<file path="src/tpw_pkg.sv">
// constants for the timer waveform generator
package tpw_pkg;
  // register indices on the plain register port
  localparam logic [2:0] ADDR_CTRL_A   = 3'h0; // timer_control_a
  localparam logic [2:0] ADDR_CTRL_B   = 3'h1; // wave_mode_high_bit, tick sel
  localparam logic [2:0] ADDR_COUNT    = 3'h2; // counter_value
  localparam logic [2:0] ADDR_CMP_A    = 3'h3; // compare_a_value
  localparam logic [2:0] ADDR_CMP_B    = 3'h4; // compare_b_value
  localparam logic [2:0] ADDR_FLAGS    = 3'h5; // flags, write one to clear
  localparam logic [2:0] ADDR_PIN_DIR  = 3'h6; // pin direction bits

  // timer_control_a layout
  localparam int CTRL_A_MODE_A_HI = 7;
  localparam int CTRL_A_MODE_A_LO = 6;
  localparam int CTRL_A_MODE_B_HI = 5;
  localparam int CTRL_A_MODE_B_LO = 4;
  localparam int CTRL_A_WAVE_HI   = 1;
  localparam int CTRL_A_WAVE_LO   = 0;
  localparam logic [7:0] CTRL_A_WMASK = 8'hF3; // bits 3:2 read zero
  localparam logic [7:0] CTRL_A_RESET = 8'h00;

  // control b layout
  localparam int CTRL_B_WAVE_HI = 3;
  localparam int CTRL_B_CS_HI   = 2;
  localparam int CTRL_B_CS_LO   = 0;
  localparam logic [7:0] CTRL_B_WMASK = 8'h0F;

  // flag and pin direction bit positions
  localparam int FLAG_OVF   = 0;
  localparam int FLAG_CMP_A = 1;
  localparam int FLAG_CMP_B = 2;
  localparam int PIN_DIR_A  = 0;
  localparam int PIN_DIR_B  = 1;

  localparam logic [7:0] CNT_BOTTOM = 8'h00;
  localparam logic [7:0] CNT_MAX    = 8'hFF;

  // wave modes
  localparam logic [2:0] WM_NORMAL   = 3'h0;
  localparam logic [2:0] WM_PC_FF    = 3'h1;
  localparam logic [2:0] WM_CTC      = 3'h2;
  localparam logic [2:0] WM_FAST_FF  = 3'h3;
  localparam logic [2:0] WM_PC_CMP   = 3'h5;
  localparam logic [2:0] WM_FAST_CMP = 3'h7;

  // output modes
  localparam logic [1:0] OM_OFF    = 2'h0;
  localparam logic [1:0] OM_TOGGLE = 2'h1;
  localparam logic [1:0] OM_CLEAR  = 2'h2;
  localparam logic [1:0] OM_SET    = 2'h3;

  // prescale tick selections and divide factors
  localparam logic [2:0] CS_STOP = 3'h0;
  localparam logic [2:0] CS_DIV1 = 3'h1;
  localparam logic [2:0] CS_DIV8 = 3'h2;
  localparam logic [2:0] CS_D64  = 3'h3;
  localparam logic [2:0] CS_D256 = 3'h4;
  localparam logic [2:0] CS_D1K  = 3'h5;
  localparam int PRESCALE_W = 10;
endpackage

</file>
<file path="src/tpw_waveform_gen.sv">
// timer8 waveform generator: counter, compare units, pwm outputs
//
// The address map and the strobed register port were left to the implementer.
`timescale 1ns/1ps
// ------------------------------------------------------------------
// ------------------------------------------------------------------
module tpw_waveform_gen (
  // clock and reset
  input  wire logic       ref_clk,
  input  wire logic       reset_n,
  // register port
  input  wire logic [2:0] reg_addr,
  input  wire logic [7:0] reg_wdata,
  input  wire logic       reg_wr,
  input  wire logic       reg_rd,
  output logic      [7:0] reg_rdata,
  // channel pins
  output logic            wave_out_a,
  output logic            wave_out_a_oe,
  output logic            wave_out_b,
  output logic            wave_out_b_oe,
  // flag levels for the interrupt logic outside
  output logic            overflow_flag,
  output logic            compare_a_flag,
  output logic            compare_b_flag
);

  // ----------------------------------------------------------------
  // registers
  // ----------------------------------------------------------------
  logic [7:0] ctrl_a_r;
  logic [7:0] ctrl_b_r;
  logic [7:0] count_r,   count_nxt;
  logic [7:0] cmp_a_buf_r, cmp_b_buf_r;
  logic [7:0] cmp_a_r,   cmp_b_r;
  logic [1:0] pin_dir_r;
  logic       ovf_r, cmpa_f_r, cmpb_f_r;
  logic       down_r,    down_nxt;
  logic       chan_a_r,  chan_a_nxt;
  logic       chan_b_r,  chan_b_nxt;
  logic [tpw_pkg::PRESCALE_W-1:0] presc_r;
  logic [7:0] rdata_r;

  // ----------------------------------------------------------------
  // decode
  // ----------------------------------------------------------------
  wire [2:0] wave_mode_select = {ctrl_b_r[tpw_pkg::CTRL_B_WAVE_HI],
    ctrl_a_r[tpw_pkg::CTRL_A_WAVE_HI:tpw_pkg::CTRL_A_WAVE_LO]};
  wire       wave_mode_high_bit = ctrl_b_r[tpw_pkg::CTRL_B_WAVE_HI];
  wire [1:0] output_mode_a =
    ctrl_a_r[tpw_pkg::CTRL_A_MODE_A_HI:tpw_pkg::CTRL_A_MODE_A_LO];
  wire [1:0] output_mode_b =
    ctrl_a_r[tpw_pkg::CTRL_A_MODE_B_HI:tpw_pkg::CTRL_A_MODE_B_LO];
  wire [2:0] tick_sel =
    ctrl_b_r[tpw_pkg::CTRL_B_CS_HI:tpw_pkg::CTRL_B_CS_LO];

  // mode classes
  wire is_fast = (wave_mode_select == tpw_pkg::WM_FAST_FF) ||
                 (wave_mode_select == tpw_pkg::WM_FAST_CMP);
  wire is_pc   = (wave_mode_select == tpw_pkg::WM_PC_FF) ||
                 (wave_mode_select == tpw_pkg::WM_PC_CMP);
  wire is_ctc  = (wave_mode_select == tpw_pkg::WM_CTC);
  // reserved modes 4 and 6 fall through to the plain up-count
  wire is_pwm  = is_fast || is_pc;
  wire top_is_cmp = wave_mode_high_bit || is_ctc;

  // top source: 0xFF or channel a compare value
  wire [7:0] top_val = top_is_cmp ? cmp_a_r : tpw_pkg::CNT_MAX;
  wire at_top    = (count_r == top_val);
  wire at_bottom = (count_r == tpw_pkg::CNT_BOTTOM);
  wire at_max    = (count_r == tpw_pkg::CNT_MAX);

  // ----------------------------------------------------------------
  // prescaler tick, one clock wide
  // ----------------------------------------------------------------
  wire [tpw_pkg::PRESCALE_W-1:0] presc_inc =
    presc_r + {{(tpw_pkg::PRESCALE_W-1){1'b0}}, 1'b1};
  logic timer_tick;
  always_comb begin
    case (tick_sel)
      tpw_pkg::CS_DIV1: timer_tick = 1'b1;
      tpw_pkg::CS_DIV8: timer_tick = (presc_r[2:0] == 3'h7);
      tpw_pkg::CS_D64:  timer_tick = (presc_r[5:0] == 6'h3F);
      tpw_pkg::CS_D256: timer_tick = (presc_r[7:0] == 8'hFF);
      tpw_pkg::CS_D1K:  timer_tick = (presc_r == 10'h3FF);
      default:          timer_tick = 1'b0;
    endcase
  end

  // ----------------------------------------------------------------
  // compare events
  // ----------------------------------------------------------------
  wire match_a = timer_tick && (count_r == cmp_a_r);
  wire match_b = timer_tick && (count_r == cmp_b_r);
  // register write strobes
  wire wr_ctrl_a = reg_wr && (reg_addr == tpw_pkg::ADDR_CTRL_A);
  wire wr_ctrl_b = reg_wr && (reg_addr == tpw_pkg::ADDR_CTRL_B);
  wire wr_count  = reg_wr && (reg_addr == tpw_pkg::ADDR_COUNT);
  wire wr_cmp_a  = reg_wr && (reg_addr == tpw_pkg::ADDR_CMP_A);
  wire wr_cmp_b  = reg_wr && (reg_addr == tpw_pkg::ADDR_CMP_B);
  wire wr_flags  = reg_wr && (reg_addr == tpw_pkg::ADDR_FLAGS);
  wire wr_dir    = reg_wr && (reg_addr == tpw_pkg::ADDR_PIN_DIR);

  // compare update point: at top in pwm, always otherwise
  wire pc_reload   = is_pc && timer_tick && at_top;
  wire fast_reload = is_fast && timer_tick && at_top;
  wire cmp_reload  = !is_pwm || pc_reload || fast_reload;

  // ----------------------------------------------------------------
  // counter sequence
  // ----------------------------------------------------------------
  always_comb begin
    count_nxt = count_r;
    down_nxt  = down_r;
    if (timer_tick) begin
      if (is_pc) begin
        if (at_top) begin
          down_nxt  = 1'b1;
          count_nxt = count_r - 8'h01;
        end else if (at_bottom) begin
          down_nxt  = 1'b0;
          count_nxt = count_r + 8'h01;
        end else if (down_r) begin
          count_nxt = count_r - 8'h01;
        end else begin
          count_nxt = count_r + 8'h01;
        end
      end else if ((is_fast || is_ctc) && at_top) begin
        count_nxt = tpw_pkg::CNT_BOTTOM;
        down_nxt  = 1'b0;
      end else begin
        count_nxt = count_r + 8'h01;
        down_nxt  = 1'b0;
      end
    end
    if (wr_count) begin
      count_nxt = reg_wdata;
    end
  end

  // ----------------------------------------------------------------
  // flag events
  // ----------------------------------------------------------------
  wire ovf_ev = timer_tick && (is_pc ? at_bottom :
                is_fast ? at_top :
                at_max);
  // match a in ctc or mode 7 both clears counter and sets flag
  wire cmpa_ev = match_a;
  wire cmpb_ev = match_b;

  // ----------------------------------------------------------------
  // per channel waveform action, shared by both channels
  // ----------------------------------------------------------------
  function automatic logic chan_next(
    input logic       cur,
    input logic [1:0] om,
    input logic       match,
    input logic [7:0] cmp,
    input logic       may_toggle
  );
    logic nxt;
    logic cmp_top;
    nxt     = cur;
    cmp_top = (cmp == top_val);
    if (is_fast) begin
      if (om[1]) begin
        // top action always wins; a match on top itself is ignored
        if (timer_tick && at_top) begin
          nxt = !om[0];
        end else if (match) begin
          nxt = om[0];
        end
      end else if (om == tpw_pkg::OM_TOGGLE && may_toggle && match) begin
        nxt = !cur;
      end
    end else if (is_pc) begin
      if (om[1]) begin
        // compare at or above top holds the down-count level, so a
        // max compare stays steady instead of dipping for one tick
        if (timer_tick && at_top && cmp_top) begin
          nxt = !om[0];
        end else if (timer_tick && at_top && cmp == tpw_pkg::CNT_MAX) begin
          nxt = !om[0];
        end else if (timer_tick && at_bottom) begin
          // bottom: state implied by up match at next count
          nxt = (cmp == tpw_pkg::CNT_BOTTOM) ? om[0] : !om[0];
        end else if (match) begin
          nxt = down_r ? !om[0] : om[0];
        end
      end else if (om == tpw_pkg::OM_TOGGLE && may_toggle && match) begin
        nxt = !cur;
      end
    end else if (match) begin
      case (om)
        tpw_pkg::OM_TOGGLE: nxt = !cur;
        tpw_pkg::OM_CLEAR:  nxt = 1'b0;
        tpw_pkg::OM_SET:    nxt = 1'b1;
        default:            nxt = cur;
      endcase
    end
    return nxt;
  endfunction

  // always_comb, not assign: the function reads mode, count and tick
  // directly, and only a process wakes on those hidden reads
  always_comb begin
    chan_a_nxt = chan_next(chan_a_r, output_mode_a, match_a, cmp_a_r,
                           wave_mode_high_bit);
    chan_b_nxt = chan_next(chan_b_r, output_mode_b, match_b, cmp_b_r,
                           1'b0);
  end

  // ----------------------------------------------------------------
  // read mux
  // ----------------------------------------------------------------
  logic [7:0] rd_mux;
  always_comb begin
    case (reg_addr)
      tpw_pkg::ADDR_CTRL_A:  rd_mux = ctrl_a_r;
      tpw_pkg::ADDR_CTRL_B:  rd_mux = ctrl_b_r;
      tpw_pkg::ADDR_COUNT:   rd_mux = count_r;
      tpw_pkg::ADDR_CMP_A:   rd_mux = cmp_a_buf_r;
      tpw_pkg::ADDR_CMP_B:   rd_mux = cmp_b_buf_r;
      tpw_pkg::ADDR_FLAGS:   rd_mux = {5'h00, cmpb_f_r, cmpa_f_r, ovf_r};
      tpw_pkg::ADDR_PIN_DIR: rd_mux = {6'h00, pin_dir_r};
      default:               rd_mux = 8'h00;
    endcase
  end

  // ----------------------------------------------------------------
  // control and compare registers
  // ----------------------------------------------------------------
  always_ff @(posedge ref_clk) begin
    if (!reset_n) begin
      ctrl_a_r    <= tpw_pkg::CTRL_A_RESET;
      ctrl_b_r    <= 8'h00;
      pin_dir_r   <= 2'h0;
      cmp_a_buf_r <= 8'h00;
      cmp_b_buf_r <= 8'h00;
      cmp_a_r     <= 8'h00;
      cmp_b_r     <= 8'h00;
      presc_r     <= '0;
    end else begin
      presc_r <= presc_inc;
      // reserved bits are masked so they always read back zero
      if (wr_ctrl_a) begin
        ctrl_a_r <= reg_wdata & tpw_pkg::CTRL_A_WMASK;
      end
      if (wr_ctrl_b) begin
        ctrl_b_r <= reg_wdata & tpw_pkg::CTRL_B_WMASK;
      end
      if (wr_dir) begin
        pin_dir_r <= reg_wdata[1:0];
      end
      // software always sees the buffer, not the live comparator
      if (wr_cmp_a) begin
        cmp_a_buf_r <= reg_wdata;
      end
      if (wr_cmp_b) begin
        cmp_b_buf_r <= reg_wdata;
      end
      // buffered copies move to the comparators at the update point
      if (cmp_reload) begin
        cmp_a_r <= wr_cmp_a ? reg_wdata : cmp_a_buf_r;
        cmp_b_r <= wr_cmp_b ? reg_wdata : cmp_b_buf_r;
      end
    end
  end

  // ----------------------------------------------------------------
  // counter, flags, channel state; set wins over clear
  // ----------------------------------------------------------------
  always_ff @(posedge ref_clk) begin
    if (!reset_n) begin
      count_r  <= 8'h00;
      down_r   <= 1'b0;
      ovf_r    <= 1'b0;
      cmpa_f_r <= 1'b0;
      cmpb_f_r <= 1'b0;
      chan_a_r <= 1'b0;
      chan_b_r <= 1'b0;
      rdata_r  <= 8'h00;
    end else begin
      count_r  <= count_nxt;
      down_r   <= down_nxt;
      ovf_r    <= ovf_ev  || (ovf_r  &&
                  !(wr_flags && reg_wdata[tpw_pkg::FLAG_OVF]));
      cmpa_f_r <= cmpa_ev || (cmpa_f_r &&
                  !(wr_flags && reg_wdata[tpw_pkg::FLAG_CMP_A]));
      cmpb_f_r <= cmpb_ev || (cmpb_f_r &&
                  !(wr_flags && reg_wdata[tpw_pkg::FLAG_CMP_B]));
      chan_a_r <= chan_a_nxt;
      chan_b_r <= chan_b_nxt;
      rdata_r  <= reg_rd ? rd_mux : 8'h00;
    end
  end

  // ----------------------------------------------------------------
  // pin drive: override only when mode nonzero and pin is output
  // ----------------------------------------------------------------
  logic out_a_r, oe_a_r, out_b_r, oe_b_r;
  always_ff @(posedge ref_clk) begin
    if (!reset_n) begin
      out_a_r <= 1'b0;
      oe_a_r  <= 1'b0;
      out_b_r <= 1'b0;
      oe_b_r  <= 1'b0;
    end else begin
      out_a_r <= chan_a_nxt;
      out_b_r <= chan_b_nxt;
      oe_a_r  <= pin_dir_r[tpw_pkg::PIN_DIR_A] &&
                 (output_mode_a != tpw_pkg::OM_OFF);
      oe_b_r  <= pin_dir_r[tpw_pkg::PIN_DIR_B] &&
                 (output_mode_b != tpw_pkg::OM_OFF);
    end
  end

  assign wave_out_a     = out_a_r;
  assign wave_out_a_oe  = oe_a_r;
  assign wave_out_b     = out_b_r;
  assign wave_out_b_oe  = oe_b_r;
  assign overflow_flag  = ovf_r;
  assign compare_a_flag = cmpa_f_r;
  assign compare_b_flag = cmpb_f_r;
  assign reg_rdata      = rdata_r;

endmodule // tpw_waveform_gen

</file>
<file path="config.mk">
export PLATFORM = sky130hd
export DESIGN_NAME = tpw_waveform_gen
export DESIGN_NICKNAME = d
export VERILOG_FILES = /design/src/tpw_pkg.sv /design/src/tpw_waveform_gen.sv
export SDC_FILE = /design/constraint.sdc
export NUM_CORES = 1
export LEC_CHECK = 0
export CAP_MARGIN = 20
export CORE_UTILIZATION = 55
export CTS_CLUSTER_SIZE = 30
export DETAILED_ROUTE_END_ITERATION = 16
export DONT_BUFFER_PORTS = 1
export PLACE_DENSITY_LB_ADDON = 0.08
export SLEW_MARGIN = 20
export SYNTH_ARGS = -nofsm -noshare
export SYNTH_HDL_FRONTEND = slang
export SYNTH_SLANG_ARGS = --single-unit
</file>
<file path="constraint.sdc">
create_clock -name ref_clk -period 5.7 [get_ports ref_clk]
set_input_delay 0.57 -clock ref_clk [delete_from_list [all_inputs] [get_ports ref_clk]]
set_output_delay 0.57 -clock ref_clk [all_outputs]
set_load 0.02 [all_outputs]
</file>
==> flow_metrics.env <==
export IMPL_status="completed"
export IMPL_instances_no_fill=656
export IMPL_final_nets=570
export IMPL_multiInputGateArea_um2=2780
export IMPL_worstHoldPathType="input port to flip-flop"
export IMPL_final_period_utilization_pct=53.0
export IMPL_cts_root_to_sink_buffers=2
export IMPL_cts_made_buffers=9
export IMPL_synth_cells=586
export IMPL_netlist_area_leader_share_pct=34.0
export IMPL_n_fill_cell=711
export IMPL_drt_wirelength_per_cell_um=19.6
export IMPL_maxcap_viol_count=0
export IMPL_ir_drop_v=0.000182
export IMPL_synth_yosys_seq_area_share_pct=34.0
export IMPL_count_of_flip_flops_with_a_built_in_enable_after_synthesis=0
export IMPL_global_route_wire_length_before_repair_mm=20.8
export IMPL_fmax_ghz=0.331
export IMPL_cts_htree_levels=3
export IMPL_cts_tree="built"
export IMPL_routed_via_count=4227
export IMPL_area_growth_syn_to_layout_pct=2.64
export IMPL_initial_core_util_pct=58.2
export IMPL_place_detailed_hpwl_mm=9.20
export IMPL_dr_pass1_iters=7
export IMPL_power_leakage_nw=1.69
export IMPL_crit_required_ns=5.96
export IMPL_clk_insertion_delay_late_ns=0.34
export IMPL_clk_pin_slew_worst_paths_ns=0.08
export IMPL_yosys_warnings=0
export IMPL_core_um2=7890
export IMPL_ys_async_sr_fraction_pct=0
export IMPL_drc=0
export IMPL_end_kind="flip-flop"
export IMPL_fin_tns_setup_ns=0
export IMPL_tightest_slew_ns=0.986
export IMPL_sequential_cell_area_in_the_final_layout_um2=1560
export IMPL_die_width_um=93.4
export IMPL_postCtsHoldBufs=0
export IMPL_grt_start_max_net_pins=48
export IMPL_syn_area_per_cell_um2=7.84
export IMPL_floorplan_die_area_um2=8720
export IMPL_floorplan_rows=32
export IMPL_fin_worst_hold_slack_ns=0.321
export IMPL_report_final_setup_viol=0
export IMPL_place_port_buffers=0
export IMPL_crit_path_max_fanout=32
export IMPL_timing_critical_path_max_delay_family="compound AO/OA/AOI/OAI gates"
export IMPL_cell_with_the_most_instances_after_synthesis="sky130_fd_sc_hd__nor2_1"
export IMPL_initial_antenna_violation_count=0
export IMPL_clockRootBuffer="sky130_fd_sc_hd__clkbuf_8"
export IMPL_synth_net_count=606
export IMPL_ctsResizeCount=0
export IMPL_number_of_synthesized_register_bits=78
export IMPL_synth_lib_cells_used_distinct=68
export IMPL_die_height_um=93.4
export IMPL_critical_path_buf_inv_count=0
export IMPL_numPlacedInstances=641
export IMPL_initialDrtViolationCount=416
export IMPL_grt_total_usage_pct=31.3
export IMPL_synthesis_area_um2=4590
export IMPL_drive_above_1_share_pct=6.32
export IMPL_avgViaCountPerCell=6.44
export IMPL_diodes=0
export IMPL_final_max_slew_violation_count=0
export IMPL_rsz0062_at_grt="no"
export IMPL_min_period_ns=3.02
export IMPL_synth_top_cells_by_area="sky130_fd_sc_hd__dfxtp_1, sky130_fd_sc_hd__nor2_1, sky130_fd_sc_hd__mux2i_1, sky130_fd_sc_hd__nand2_1, sky130_fd_sc_hd__a211oi_1"
export IMPL_timing_critical_path_slowest_stage_cell="sky130_fd_sc_hd__dfxtp_1"
export IMPL_crit_path_cell_trace="nor2b_2 > nor2_2 > o221ai_1 > a211oi_2 > nand2_1 > o21ai_4 > nor2_1 > a211oi_1"
export IMPL_place_gp_congestion=0.941
export IMPL_most_used_flip_flop_cell_after_synthesis="sky130_fd_sc_hd__dfxtp_1"
export IMPL_first_global_vias=3912
export IMPL_totalWireLength_mm=12.9
export IMPL_finalPower_mw=1.14
export IMPL_worst_endpoint_arrival_ns=3.28
export IMPL_post_cts_setup_buffer_count=0
export IMPL_post_synth_top_area_cell="sky130_fd_sc_hd__dfxtp_1"
export IMPL_finalHoldViolCount=0
export IMPL_clock_skew_final_ns=0.0156
export IMPL_overflow=0
export IMPL_worst_slew_margin_rel_pct=34.1
export IMPL_critPathMaxStageDelay_ns=0.76
export IMPL_timing_setup_critical_path_class="flip-flop to flip-flop"
export IMPL_number_of_placed_i_o_pins=30
export IMPL_synth_commonest_cells="sky130_fd_sc_hd__nor2_1, sky130_fd_sc_hd__dfxtp_1, sky130_fd_sc_hd__nand2_1"
export IMPL_drt_antenna_violating_nets=0
export IMPL_setup_worst_path_start_class="flip-flop"
export IMPL_numClockSinks=78
export IMPL_power_density_cell_area_nw_per_um2=241
[through the flow]
step	setup WS, ns	util (%)	cell area [µm²]
5_1_grt	2.39	59.8	4720
2_1_floorplan	3.34	-	4590
6_report	2.68	59.8	4720
3_3_place_gp	2.64	57.3	4520
3_5_place_dp	2.51	57.3	4520
4_1_cts	2.49	59.7	4710
[placed cells by master (no fill, tap or decap), types with 5 or more instances in the layout]
cell type	n
sky130_fd_sc_hd__nand2b_1	7
sky130_fd_sc_hd__ha_1	5
sky130_fd_sc_hd__a21oi_1	31
sky130_fd_sc_hd__xor2_1	13
sky130_fd_sc_hd__a22oi_1	7
sky130_fd_sc_hd__nand2_1	46
sky130_fd_sc_hd__a31oi_1	10
sky130_fd_sc_hd__nand4_1	6
sky130_fd_sc_hd__nor2b_1	7
sky130_fd_sc_hd__dfxtp_1	78
sky130_fd_sc_hd__clkbuf_8	9
sky130_fd_sc_hd__mux2i_1	36
sky130_fd_sc_hd__a221oi_1	6
sky130_fd_sc_hd__a211oi_1	21
sky130_fd_sc_hd__xnor2_1	14
sky130_fd_sc_hd__inv_1	11
sky130_fd_sc_hd__nand3_1	15
sky130_fd_sc_hd__and3_1	9
sky130_fd_sc_hd__nor2_1	104
sky130_fd_sc_hd__nor3_1	13
sky130_fd_sc_hd__nor4_1	10
sky130_fd_sc_hd__o21ai_0	20
[path summary, 6_finish.rpt]
check / from / endpoint / slack (ns) / cells past startpoint
setup / recovery: ctrl_a_r[0] / cmp_a_r[7] / 2.68 / 8
hold / removal: reg_addr[0] / reg_rdata[2] / 0.32 / 1
setup reg to reg: ctrl_a_r[0] / cmp_a_r[7] / 2.68 / 8
hold reg to reg: presc_r[0] / presc_r[0] / 0.45 / 1
[metal layers]
layer	vias up	wire, µm	track usage, %
met5	-	0	0
met4	0	302	10.4
met3	31	1040	6.59
met2	186	5780	48.0
met1	1995	5760	43.5
li1	2015	-	-
[where the power goes]
| group | switching [mW] | leakage, nW | total (mW) | internal, mW |
|---|---|---|---|---|
| sequential | 0.0401 | 0.632 | 0.600 | 0.560 |
| combinational | 0.0740 | 0.959 | 0.131 | 0.0568 |
| clock | 0.207 | 0.0953 | 0.406 | 0.199 |
| total | 0.321 | 1.69 | 1.14 | 0.816 |
[sequential cells by signal (all words and copies together) (netlist names)]
name            flops
cmp_a_buf_r         8
cmp_a_r             8
cmp_b_buf_r         8
cmp_b_r             8
compare_a_flag      1
compare_b_flag      1
count_r             8
ctrl_a_r            6
ctrl_b_r            4
down_r              1
overflow_flag       1
pin_dir_r           2
presc_r            10
reg_rdata           8
wave_out_a          1
wave_out_a_oe       1
wave_out_b          1
wave_out_b_oe       1
[final cells by class]
type                            count  area share (%)
Multi-Input combinational cell    447            59.0
Sequential cell                    78            33.1
Tap cell                          102            2.71
Clock buffer                        9            2.63
Clock inverter                      6            1.30
Inverter                           12           0.955
Timing Repair Buffer                2           0.318
[logic make-up after synthesis]
family	after synthesis	synth area share, %
and+or+nand+nor	243	25.4
AOI/OAI and AO/OA	134	20.1
DFF	78	34.0
buffers and inverters	61	5.64
muxes	38	8.33
xor gates and xnor gates	27	5.15
adders and majority gates	5	1.36
Power figures use the tool's default switching activity.
